**src/core/afcw_regs.vh**
```
// Purpose: Constants for the control-word register bank
// Assumes: 16-bit serial frames, six 8-bit control registers
// Notes: Offsets are 3-bit register addresses
`ifndef AFCW_REGS_VH
`define AFCW_REGS_VH
// Register addresses and register reset value
`define AFCW_ADDR_MODE 3'h0
`define AFCW_ADDR_CLOCK 3'h1
`define AFCW_ADDR_POWER 3'h2
`define AFCW_ADDR_GAIN 3'h3
`define AFCW_ADDR_DACT 3'h4
`define AFCW_ADDR_TEST 3'h5
`define AFCW_REG_RESET 8'h00
// Frame fields
`define AFCW_BIT_CTRL 15
`define AFCW_BIT_READ 14
`define AFCW_DEV_HI 13
`define AFCW_DEV_LO 11
`define AFCW_REG_HI 10
`define AFCW_REG_LO 8
`define AFCW_DATA_HI 7
`define AFCW_FRAME_BITS 16
`define AFCW_FRAME_LAST 4'hF
// Mode register fields
`define AFCW_MODE_RUN 0
`define AFCW_MODE_MIXED 1
`define AFCW_MODE_DLB 2
`define AFCW_MODE_SLB 3
`define AFCW_MODE_CNT_LO 4
`define AFCW_MODE_CNT_HI 6
`define AFCW_MODE_SWRST 7
// Clock register fields
`define AFCW_CLK_ECHO 7
// Power register fields
`define AFCW_PWR_GLOBAL 0
`define AFCW_PWR_ADC 3
`define AFCW_PWR_DAC 4
`define AFCW_PWR_REF 5
`define AFCW_PWR_REFOUT 6
`define AFCW_PWR_WMASK 8'h79
// Gain register fields
`define AFCW_GAIN_MODRST 3
`define AFCW_GAIN_MUTE 7
// Reset length in internal master clock cycles
`define AFCW_RESET_CYCLES 3'h4
`endif

```
**src/core/afcw_edge.v**
```verilog
// Purpose: Two-stage capture of a serial pin with edge pulses
// Assumes: Input synchronous to the clock, as stated
// Notes: Rise and fall are one-cycle pulses
`timescale 1ns/10ps
module afcw_edge
(
    input wire i_clk,
    input wire i_reset_n,
    input wire i_pin,
    output reg o_level,
    output wire o_rise,
    output wire o_fall
);
    reg prev_q; // Previous sampled level

    // Sample the pin and keep the last value
    always @(posedge i_clk)
    begin
        if (!i_reset_n)
        begin
            o_level <= 1'b0;
            prev_q <= 1'b0;
        end
        else
        begin
            o_level <= i_pin;
            prev_q <= o_level;
        end
    end

    assign o_rise = o_level & ~prev_q;
    assign o_fall = ~o_level & prev_q;
endmodule // afcw_edge

```
**src/core/afcw_bank.v**
```verilog
// Purpose: Control-word interpreter and register bank of the codec front end
// Assumes: Serial clock, frame sync and data inputs synchronous to I_MCLK
// Notes: Bits shift in MSB first on serial clock falling edges
//
// Functional notes
// - Global power bit powers ADC, DAC and reference, not reference output
// - Individual section bits act without global bit
// - Six 8-bit registers, reset zero, 6-7 reserved
// - Bit 15 is the control/data flag
// - Write data field when device address zero
// - Read copies register into outgoing data field
// - Nonzero device address decremented and forwarded
// - Bits 10-8 select the register
// - Bits 7-0 carry register data
// - Mode bit 0 data mode, bit 1 mixed
// - Mode bits 2,3 enable the two loopbacks
// - Mode bits 6-4 hold cascade count
// - Mode bit 7 starts a software reset
// - Clock register rate and divider fields
// - Clock bit 7 enables control echo
// - Power bits 0,3,4,5,6 drive sections
// - Gain bits 2-0 input, 6-4 output gain
// - Gain bit 3 holds modulator in reset
// - Gain bit 7 mutes analog output
// - Register updates on serial clock falling edge
// - Reset clears registers over four clock cycles
// - Plain data mode locks registers until reset
// - Mixed data frames go MSB-justified to DAC
`timescale 1ns/10ps
`include "afcw_regs.vh"
module afcw_bank
(
    input wire I_MCLK,
    input wire I_RESET_N,
    input wire I_SCLK,
    input wire I_INPUT_FRAME_SYNC,
    input wire I_SDI,
    output reg O_SDO,
    output reg O_OUTPUT_FRAME_SYNC,
    output reg [15:0] O_DAC_WORD,
    output reg O_DAC_LOAD,
    output reg O_RUN_MODE_SELECT,
    output reg O_MIXED_MODE_ENABLE,
    output reg O_DIGITAL_LOOP_ENABLE,
    output reg O_SERIAL_LOOP_ENABLE,
    output reg [2:0] O_CASCADE_COUNT,
    output reg [1:0] O_SAMPLE_RATE_CODE,
    output reg [1:0] O_SERIAL_CLOCK_DIV_CODE,
    output reg [2:0] O_MASTER_CLOCK_DIV_CODE,
    output reg O_CONTROL_ECHO_ENABLE,
    output reg O_ADC_POWER_ON,
    output reg O_DAC_POWER_ON,
    output reg O_REF_POWER_ON,
    output reg O_REF_OUTPUT_ENABLE,
    output reg [2:0] O_INPUT_GAIN_CODE,
    output reg [2:0] O_OUTPUT_GAIN_CODE,
    output reg O_MODULATOR_RESET,
    output reg O_OUTPUT_MUTE,
    output reg [7:0] O_DAC_TIMING,
    output reg [7:0] O_ANALOG_TEST,
    output reg O_IN_RESET
);
    // Frame states
    localparam ST_IDLE = 2'b00;
    localparam ST_RECV = 2'b01;
    localparam ST_SEND = 2'b10;

    wire sclk_lvl; // Sampled serial clock
    wire sclk_rise; // Serial clock rising pulse
    wire sclk_fall; // Serial clock falling pulse
    wire fs_lvl; // Sampled input frame sync
    reg [1:0] state_q; // Frame state
    reg [1:0] state_d;
    reg [3:0] bit_cnt_q; // Bit position within frame
    reg [3:0] bit_cnt_d;
    reg [15:0] shift_q; // Shared serial register
    reg [15:0] shift_d;
    reg [7:0] regs_q [0:5]; // Control registers
    reg [2:0] rst_cnt_q; // Reset sequence counter
    reg [2:0] rst_cnt_d;
    reg fs_seen_q; // Frame sync seen before next fall
    reg [2:0] frame_idx_q; // Data-mode frame counter for cascade
    reg [2:0] frame_idx_d;
    reg [15:0] frame_w; // Completed frame
    reg frame_done; // Last bit shifted in this cycle
    reg do_write; // Register write strobe
    reg do_send; // Start sending shifted word
    reg dac_load_d; // DAC load strobe
    reg [15:0] dac_d; // DAC word next value
    integer i;

    // Serial clock edge capture
    afcw_edge u_sclk
    (
        .i_clk(I_MCLK),
        .i_reset_n(I_RESET_N),
        .i_pin(I_SCLK),
        .o_level(sclk_lvl),
        .o_rise(sclk_rise),
        .o_fall(sclk_fall)
    );

    // Frame sync capture
    afcw_edge u_fsync
    (
        .i_clk(I_MCLK),
        .i_reset_n(I_RESET_N),
        .i_pin(I_INPUT_FRAME_SYNC),
        .o_level(fs_lvl),
        .o_rise(),
        .o_fall()
    );

    // Mode register views
    wire run_mode = regs_q[0][`AFCW_MODE_RUN];
    wire mixed = regs_q[0][`AFCW_MODE_MIXED];
    wire in_rst = (rst_cnt_q != 3'h0);
    // Control words accepted in program or mixed mode only
    wire ctrl_ok = !run_mode | mixed;

    // Frame assembly, decode and command choice
    always @*
    begin
        state_d = state_q;
        bit_cnt_d = bit_cnt_q;
        shift_d = shift_q;
        frame_w = {shift_q[14:0], I_SDI};
        frame_done = 1'b0;
        do_write = 1'b0;
        do_send = 1'b0;
        dac_load_d = 1'b0;
        dac_d = O_DAC_WORD;
        frame_idx_d = frame_idx_q;
        case (state_q)
            ST_IDLE:
            begin
                // Frame starts on the fall that sees the sync
                if (sclk_fall && (fs_lvl || fs_seen_q))
                begin
                    shift_d = frame_w;
                    bit_cnt_d = 4'h1;
                    state_d = ST_RECV;
                end
            end
            ST_RECV:
            begin
                if (sclk_fall)
                begin
                    shift_d = frame_w;
                    bit_cnt_d = bit_cnt_q + 4'h1;
                    if (bit_cnt_q == `AFCW_FRAME_LAST)
                    begin
                        frame_done = 1'b1;
                        bit_cnt_d = 4'h0;
                        state_d = ST_IDLE;
                    end
                end
            end
            ST_SEND:
            begin
                // Shift the held word out on rising edges
                if (sclk_rise)
                begin
                    shift_d = {shift_q[14:0], 1'b0};
                    bit_cnt_d = bit_cnt_q + 4'h1;
                    if (bit_cnt_q == `AFCW_FRAME_LAST)
                    begin
                        bit_cnt_d = 4'h0;
                        state_d = ST_IDLE;
                    end
                end
            end
            default:
            begin
                state_d = ST_IDLE;
                bit_cnt_d = 4'h0;
            end
        endcase
        // Interpret a complete frame
        if (frame_done && !in_rst)
        begin
            if (ctrl_ok && frame_w[`AFCW_BIT_CTRL])
            begin
                if (frame_w[`AFCW_DEV_HI:`AFCW_DEV_LO] != 3'h0)
                begin
                    shift_d = frame_w;
                    shift_d[`AFCW_DEV_HI:`AFCW_DEV_LO] = frame_w[`AFCW_DEV_HI:`AFCW_DEV_LO] - 3'h1;
                    do_send = 1'b1;
                end
                else if (frame_w[`AFCW_BIT_READ])
                begin
                    shift_d = frame_w;
                    if (frame_w[`AFCW_REG_HI:`AFCW_REG_LO] <= `AFCW_ADDR_TEST)
                        shift_d[`AFCW_DATA_HI:0] = regs_q[frame_w[`AFCW_REG_HI:`AFCW_REG_LO]];
                    else
                        shift_d[`AFCW_DATA_HI:0] = 8'h00; // Reserved address reads zero
                    do_send = 1'b1;
                end
                else
                begin
                    do_write = 1'b1;
                    if (O_CONTROL_ECHO_ENABLE)
                    begin
                        shift_d = frame_w;
                        do_send = 1'b1;
                    end
                end
            end
            else if (mixed && run_mode)
            begin
                dac_d = {frame_w[14:0], 1'b0};
                dac_load_d = 1'b1;
            end
            else if (run_mode)
            begin
                // Cascade slot counting, count of zero treated as one
                if (frame_idx_q + 3'h1 >= O_CASCADE_COUNT)
                begin
                    dac_d = frame_w;
                    dac_load_d = 1'b1;
                    frame_idx_d = 3'h0;
                end
                else
                    frame_idx_d = frame_idx_q + 3'h1;
            end
            // Zero flag in pure program mode: invalid word, dropped
        end
        if (do_send)
        begin
            state_d = ST_SEND;
            bit_cnt_d = 4'h0;
        end
    end

    // Sequencing, serial register and reset counter
    always @(posedge I_MCLK)
    begin
        if (!I_RESET_N)
        begin
            state_q <= ST_IDLE;
            bit_cnt_q <= 4'h0;
            shift_q <= 16'h0000;
            fs_seen_q <= 1'b0;
            frame_idx_q <= 3'h0;
            rst_cnt_q <= 3'h0;
            O_SDO <= 1'b0;
            O_OUTPUT_FRAME_SYNC <= 1'b0;
            O_DAC_WORD <= 16'h0000;
            O_DAC_LOAD <= 1'b0;
        end
        else
        begin
            state_q <= state_d;
            bit_cnt_q <= bit_cnt_d;
            shift_q <= shift_d;
            frame_idx_q <= frame_idx_d;
            // Remember a sync pulse until the next falling edge; a fresh sync beats the clear
            if (fs_lvl)
                fs_seen_q <= 1'b1;
            else if (sclk_fall)
                fs_seen_q <= 1'b0;
            // Software reset runs four cycles
            if (do_write && frame_w[`AFCW_REG_HI:`AFCW_REG_LO] == `AFCW_ADDR_MODE
                && frame_w[`AFCW_MODE_SWRST])
                rst_cnt_q <= `AFCW_RESET_CYCLES;
            else if (in_rst)
                rst_cnt_q <= rst_cnt_q - 3'h1;
            O_SDO <= (state_d == ST_SEND) ? shift_d[15] : 1'b0;
            O_OUTPUT_FRAME_SYNC <= do_send;
            O_DAC_WORD <= dac_d;
            O_DAC_LOAD <= dac_load_d;
        end
    end

    // Control register bank
    always @(posedge I_MCLK)
    begin
        if (!I_RESET_N || in_rst)
        begin
            for (i = 0; i < 6; i = i + 1)
                regs_q[i] <= `AFCW_REG_RESET;
        end
        else if (do_write)
        begin
            case (frame_w[`AFCW_REG_HI:`AFCW_REG_LO])
                `AFCW_ADDR_MODE: regs_q[0] <= frame_w[`AFCW_DATA_HI:0];
                `AFCW_ADDR_CLOCK: regs_q[1] <= frame_w[`AFCW_DATA_HI:0];
                `AFCW_ADDR_POWER: regs_q[2] <= frame_w[`AFCW_DATA_HI:0] & `AFCW_PWR_WMASK;
                `AFCW_ADDR_GAIN: regs_q[3] <= frame_w[`AFCW_DATA_HI:0];
                `AFCW_ADDR_DACT: regs_q[4] <= frame_w[`AFCW_DATA_HI:0];
                `AFCW_ADDR_TEST: regs_q[5] <= frame_w[`AFCW_DATA_HI:0];
                default: regs_q[0] <= regs_q[0];
            endcase
        end
    end

    // Field outputs, registered
    always @(posedge I_MCLK)
    begin
        if (!I_RESET_N)
        begin
            O_RUN_MODE_SELECT <= 1'b0;
            O_MIXED_MODE_ENABLE <= 1'b0;
            O_DIGITAL_LOOP_ENABLE <= 1'b0;
            O_SERIAL_LOOP_ENABLE <= 1'b0;
            O_CASCADE_COUNT <= 3'h0;
            O_SAMPLE_RATE_CODE <= 2'h0;
            O_SERIAL_CLOCK_DIV_CODE <= 2'h0;
            O_MASTER_CLOCK_DIV_CODE <= 3'h0;
            O_CONTROL_ECHO_ENABLE <= 1'b0;
            O_ADC_POWER_ON <= 1'b0;
            O_DAC_POWER_ON <= 1'b0;
            O_REF_POWER_ON <= 1'b0;
            O_REF_OUTPUT_ENABLE <= 1'b0;
            O_INPUT_GAIN_CODE <= 3'h0;
            O_OUTPUT_GAIN_CODE <= 3'h0;
            O_MODULATOR_RESET <= 1'b0;
            O_OUTPUT_MUTE <= 1'b0;
            O_DAC_TIMING <= 8'h00;
            O_ANALOG_TEST <= 8'h00;
            O_IN_RESET <= 1'b0;
        end
        else
        begin
            O_RUN_MODE_SELECT <= regs_q[0][`AFCW_MODE_RUN];
            O_MIXED_MODE_ENABLE <= regs_q[0][`AFCW_MODE_MIXED];
            O_DIGITAL_LOOP_ENABLE <= regs_q[0][`AFCW_MODE_DLB];
            O_SERIAL_LOOP_ENABLE <= regs_q[0][`AFCW_MODE_SLB];
            O_CASCADE_COUNT <= regs_q[0][`AFCW_MODE_CNT_HI:`AFCW_MODE_CNT_LO];
            O_SAMPLE_RATE_CODE <= regs_q[1][1:0];
            O_SERIAL_CLOCK_DIV_CODE <= regs_q[1][3:2];
            O_MASTER_CLOCK_DIV_CODE <= regs_q[1][6:4];
            O_CONTROL_ECHO_ENABLE <= regs_q[1][`AFCW_CLK_ECHO];
            // Global bit overrides, individual bits stand alone
            O_ADC_POWER_ON <= regs_q[2][`AFCW_PWR_GLOBAL] | regs_q[2][`AFCW_PWR_ADC];
            O_DAC_POWER_ON <= regs_q[2][`AFCW_PWR_GLOBAL] | regs_q[2][`AFCW_PWR_DAC];
            O_REF_POWER_ON <= regs_q[2][`AFCW_PWR_GLOBAL] | regs_q[2][`AFCW_PWR_REF];
            O_REF_OUTPUT_ENABLE <= regs_q[2][`AFCW_PWR_REFOUT];
            O_INPUT_GAIN_CODE <= regs_q[3][2:0];
            O_OUTPUT_GAIN_CODE <= regs_q[3][6:4];
            O_MODULATOR_RESET <= regs_q[3][`AFCW_GAIN_MODRST];
            O_OUTPUT_MUTE <= regs_q[3][`AFCW_GAIN_MUTE];
            O_DAC_TIMING <= regs_q[4];
            O_ANALOG_TEST <= regs_q[5];
            O_IN_RESET <= in_rst;
        end
    end
endmodule // afcw_bank

```
**config.mk**
```make
export PLATFORM = sky130hd
export DESIGN_NAME = afcw_bank
export DESIGN_NICKNAME = d
export VERILOG_FILES = /design/src/core/afcw_edge.v /design/src/core/afcw_bank.v
export VERILOG_INCLUDE_DIRS = /design/src /design/src/core
export SDC_FILE = /design/constraint.sdc
export NUM_CORES = 1
export LEC_CHECK = 0
export BUFFER_PORTS_ARGS = -buffer_cell sky130_fd_sc_hd__buf_2
export CAP_MARGIN = 20
export CORE_MARGIN = 5
export CORE_UTILIZATION = 52
export CTS_CLUSTER_DIAMETER = 200
export DETAILED_ROUTE_END_ITERATION = 6
export GPL_TIMING_DRIVEN = 0
export PLACE_DENSITY = 0.75
export SLEW_MARGIN = 25
export SYNTH_ARGS = -nofsm -noshare
export SYNTH_HDL_FRONTEND = slang
export SYNTH_SLANG_ARGS = --single-unit
export TNS_END_PERCENT = 5
```
**constraint.sdc**
```tcl
create_clock -name I_MCLK -period 3.45 [get_ports I_MCLK]
set_clock_uncertainty 0.2 [all_clocks]
set_input_delay 0 -clock I_MCLK [delete_from_list [all_inputs] [get_ports I_MCLK]]
set_output_delay 0 -clock I_MCLK [all_outputs]
set_load 0.005 [all_outputs]
```
==> flow_summary.yaml <==
run_status:
  status: "complete, no violations"
clock_network:
  numCtsBuffers: 17
  cts_sinks: 140
  h-tree-depth: 4
  cts_buffer_depth: 2
  root_buffer: "clkbuf_16"
  worst_skew_pair.late_latency_ns: 0.42
  clk_pin_slew_ns: 0.06
  cts_tree: "yes"
die:
  dieArea_sq_um: 13800
  initial_core_util: 0.529
  die_y_um: 118
  die_w_um: 118
  ios: 68
  design.core.area_sq_um: 11400
  rows: 39
grt:
  grt_max_degree: 17
  grt_use_met3: 0.0524
  grt_first_pass_wirelength_um: 24100
  grt_use_met1: 0.276
  antenna_found_initial: 0
  grt_overflow: 0
  top_usage_layer: "met2"
  use_met2: 0.351
  first_global_vias: 4679
  grt_usage: 0.216
setup_path:
  cpPeakStageDelay_ns: 0.63
  crit_top_cell: "ha_1"
  r2r_cells: 10
  path_max_fanout: 10
  slowest_stage: "nor4_1"
  critical_path.cell_chain: "inv_1 -> ha_1 -> ha_1 -> buf_2 -> nand2_1 -> or3_4 -> buf_6 -> nor4_1 -> nand3_2 -> nand2_2"
  worst-path-buf-inv: 3
  worstPathRequired_ns: 3.35
  cp_top_family: "simple AND/OR/NAND/NOR gates"
  path_depth: 10
  worst_setup_path_end_kind: "flip-flop"
  rrSetupSlack_ns: 0.14
  cp.arrival_ns: 3.21
  start_kind: "flip-flop"
  crit_type: "reg -> reg"
logic_synthesis:
  syn_area_sq_um: 6020
  ys.flop_type: "dfxtp_1"
  synth.net_count: 581
  async_flop_share: 0
  yosys_warnings: 0
  syn_inst: 562
  ys_ff_latch: 140
  synthDistinctLibCells: 57
  yosysSeqAreaShare: 0.540
  avgSynthCellArea_sq_um: 10.7
  synth_edf_count: 45
final_layout:
  drive_above_1_share: 0.189
  n_antenna_cell: 0
  fin_cells: 809
  nets: 672
  postLayoutCoreUtil: 0.629
  regArea_sq_um: 3250
  nFillCells: 902
  syn_to_final_growth_pct: 18.8
  multi_input_area_sq_um: 2570
detailed_routing:
  wl_per_cell_um: 18.3
  viasPerCell: 5.76
  drt-total-wl_um: 14800
  drcViolationCount: 0
  ant_nets: 0
  dr.first_iter.drc_count: 503
  drt_first_pass_iters: 6
  vias: 4657
power:
  ir_worst_vdd_v: 0.000381
  p_per_area_nw_per_um2: 599
  p_sw_mw: 1.14
  p_leak_nw: 3.08
  sequentialPowerShare: 0.486
  total_power_mw: 4.28
  p_int_mw: 3.14
  sw_frac_of_total: 0.267
  combPwrFrac: 0.128
  p_clk_frac: 0.387
min_path:
  min_path_type: "in -> reg"
  hold_depth: 3
placement:
  port_buffers: 67
  place_hpwl_um: 10300
  placed_cells: 772
  dp_slack_ns: -0.135
  place_congestion: 0.982
timing:
  finalHoldViolCount: 0
  max_freq_mhz: 302
  timing.final.crit_share: 0.960
  period_needed_ns: 3.31
  setup_tns_ns: 0
  setup_ws_ns: 0.138
  rsz0062_at_grt: "no"
  setup_viol: 0
  tightestPinTransition_ns: 0.707
  slew_violations: 0
  relSlewSlack: 0.524
job:
  maxCapViolations: 0
-- synthesized netlist by cell type (2+ instances only) --
master,instances,share of area
dfxtp_1,95,0.32
and3_1,7,0.0073
mux2i_1,29,0.048
ha_1,14,0.029
or3_1,5,0.0052
a22oi_1,7,0.0087
and2_1,67,0.070
nand3_1,24,0.020
a22o_1,4,0.0058
o22ai_1,8,0.0083
a31oi_1,4,0.0042
nand3b_1,3,0.0037
nand2b_1,7,0.0073
o31ai_1,2,0.0025
buf_1,4,0.0025
nor3_1,6,0.0050
clkbuf_1,27,0.017
nor3_4,3,0.0081
edfxtp_1,45,0.22
o211a_1,15,0.025
a21oi_1,12,0.010
nand4b_1,2,0.0029
a221o_1,5,0.0083
a211oi_1,5,0.0062
o21a_1,5,0.0062
inv_1,14,0.0087
o21ai_0,21,0.017
a21boi_0,7,0.0087
nor2b_1,4,0.0042
a32oi_1,3,0.0044
o31a_1,2,0.0029
nor2_1,42,0.026
nand2_1,32,0.020
buf_6,2,0.0037
mux4_2,5,0.019
buf_2,4,0.0033
-- final cells by class --
| class | instances | area share |
|---|---|---|
| Sequential cell | 140 | 0.455 |
| Multi-Input combinational cell | 369 | 0.359 |
| Clock buffer | 20 | 0.0639 |
| Timing Repair Buffer | 72 | 0.0535 |
| Tap cell | 143 | 0.0250 |
| Buffer | 39 | 0.0240 |
| Clock inverter | 12 | 0.0121 |
| Inverter | 14 | 0.00735 |
-- path summary, 6_finish.rpt --
path,startpoint,to
worst max register to register,rst_cnt_q[0],regs_q[4][0]
worst max-delay path,rst_cnt_q[0],regs_q[4][0]
worst min-delay path,I_INPUT_FRAME_SYNC,u_fsync.o_level
worst min register to register,regs_q[4][7],O_DAC_TIMING[7]
-- cells in the final DEF (no fill, tap or decap), types with 12 or more instances in the layout --
cell / Yosys / routed
ha_1: 14 / 14
buf_2: 4 / 71
nand3_1: 24 / 23
nand2_1: 32 / 30
edfxtp_1: 45 / 45
a21oi_1: 12 / 12
dfxtp_1: 95 / 95
nor2_1: 42 / 42
clkbuf_16: 0 / 17
inv_1: 14 / 14
mux2i_1: 29 / 29
o211a_1: 15 / 15
and2_1: 67 / 67
clkbuf_1: 27 / 28
o21ai_0: 21 / 18
-- cell families after synthesis --
family                     after synthesis  share of synthesized area
DFF                                    140                      0.540
and+or+nand+nor                        214                      0.197
xor gates and xnor gates                 2                    0.00291
muxes                                   34                     0.0669
adders and majority gates               14                     0.0291
AOI/OAI and AO/OA                      105                      0.126
buffers and inverters                   53                     0.0372
-- metrics by stage --
step / hold slack, ns / area, sq um
final: 0.148 / 7150
after global routing: 0.157 / 7150
after CTS: 0.137 / 7130
after detailed placement: 0.00990 / 6540
after global placement: 0.0171 / 6530
after floorplan: -0.0727 / 6020
-- power by group through the flow --
stage	sequential (mW)	clock (mW)	combinational [mW]
floorplan	2.08	0	0.305
global placement	2.10	0	0.516
detailed placement	2.11	0	0.531
CTS	2.08	1.67	0.543
global route	2.10	1.75	0.602
finish	2.08	1.66	0.546
-- what timing repair did --
item                                    CTS  global route
hold buffers                              4             0
setup buffers                             0             1
endpoints found under the setup margin   24            37
pin swaps                                 1             1
gates resized for setup                   3             4
endpoints found under the hold margin    13             0
-- tightest hold or removal path, cell delays in order --
cell and delay (ns):
dlygate4sd3_1 0.53, buf_2 0.09, and2_1 0.11
-- registers in the layout, indices dropped and copies added, names as in the netlist, 2 cells and up --
register                 flops
regs_q                      45
O_DAC_WORD                  16
shift_q                     16
O_ANALOG_TEST                8
O_DAC_TIMING                 8
bit_cnt_q                    4
O_CASCADE_COUNT              3
O_INPUT_GAIN_CODE            3
O_MASTER_CLOCK_DIV_CODE      3
O_OUTPUT_GAIN_CODE           3
frame_idx_q                  3
rst_cnt_q                    3
O_SAMPLE_RATE_CODE           2
O_SERIAL_CLOCK_DIV_CODE      2
state_q                      2
-- metal layers --
| layer | vias to the layer above | part of all wire |
|---|---|---|
| met5 | - | 0 |
| met4 | 0 | 0.028 |
| met3 | 40 | 0.085 |
| met2 | 242 | 0.47 |
| met1 | 2190 | 0.42 |
| li1 | 2185 | - |
Power figures use the tool's default switching activity.
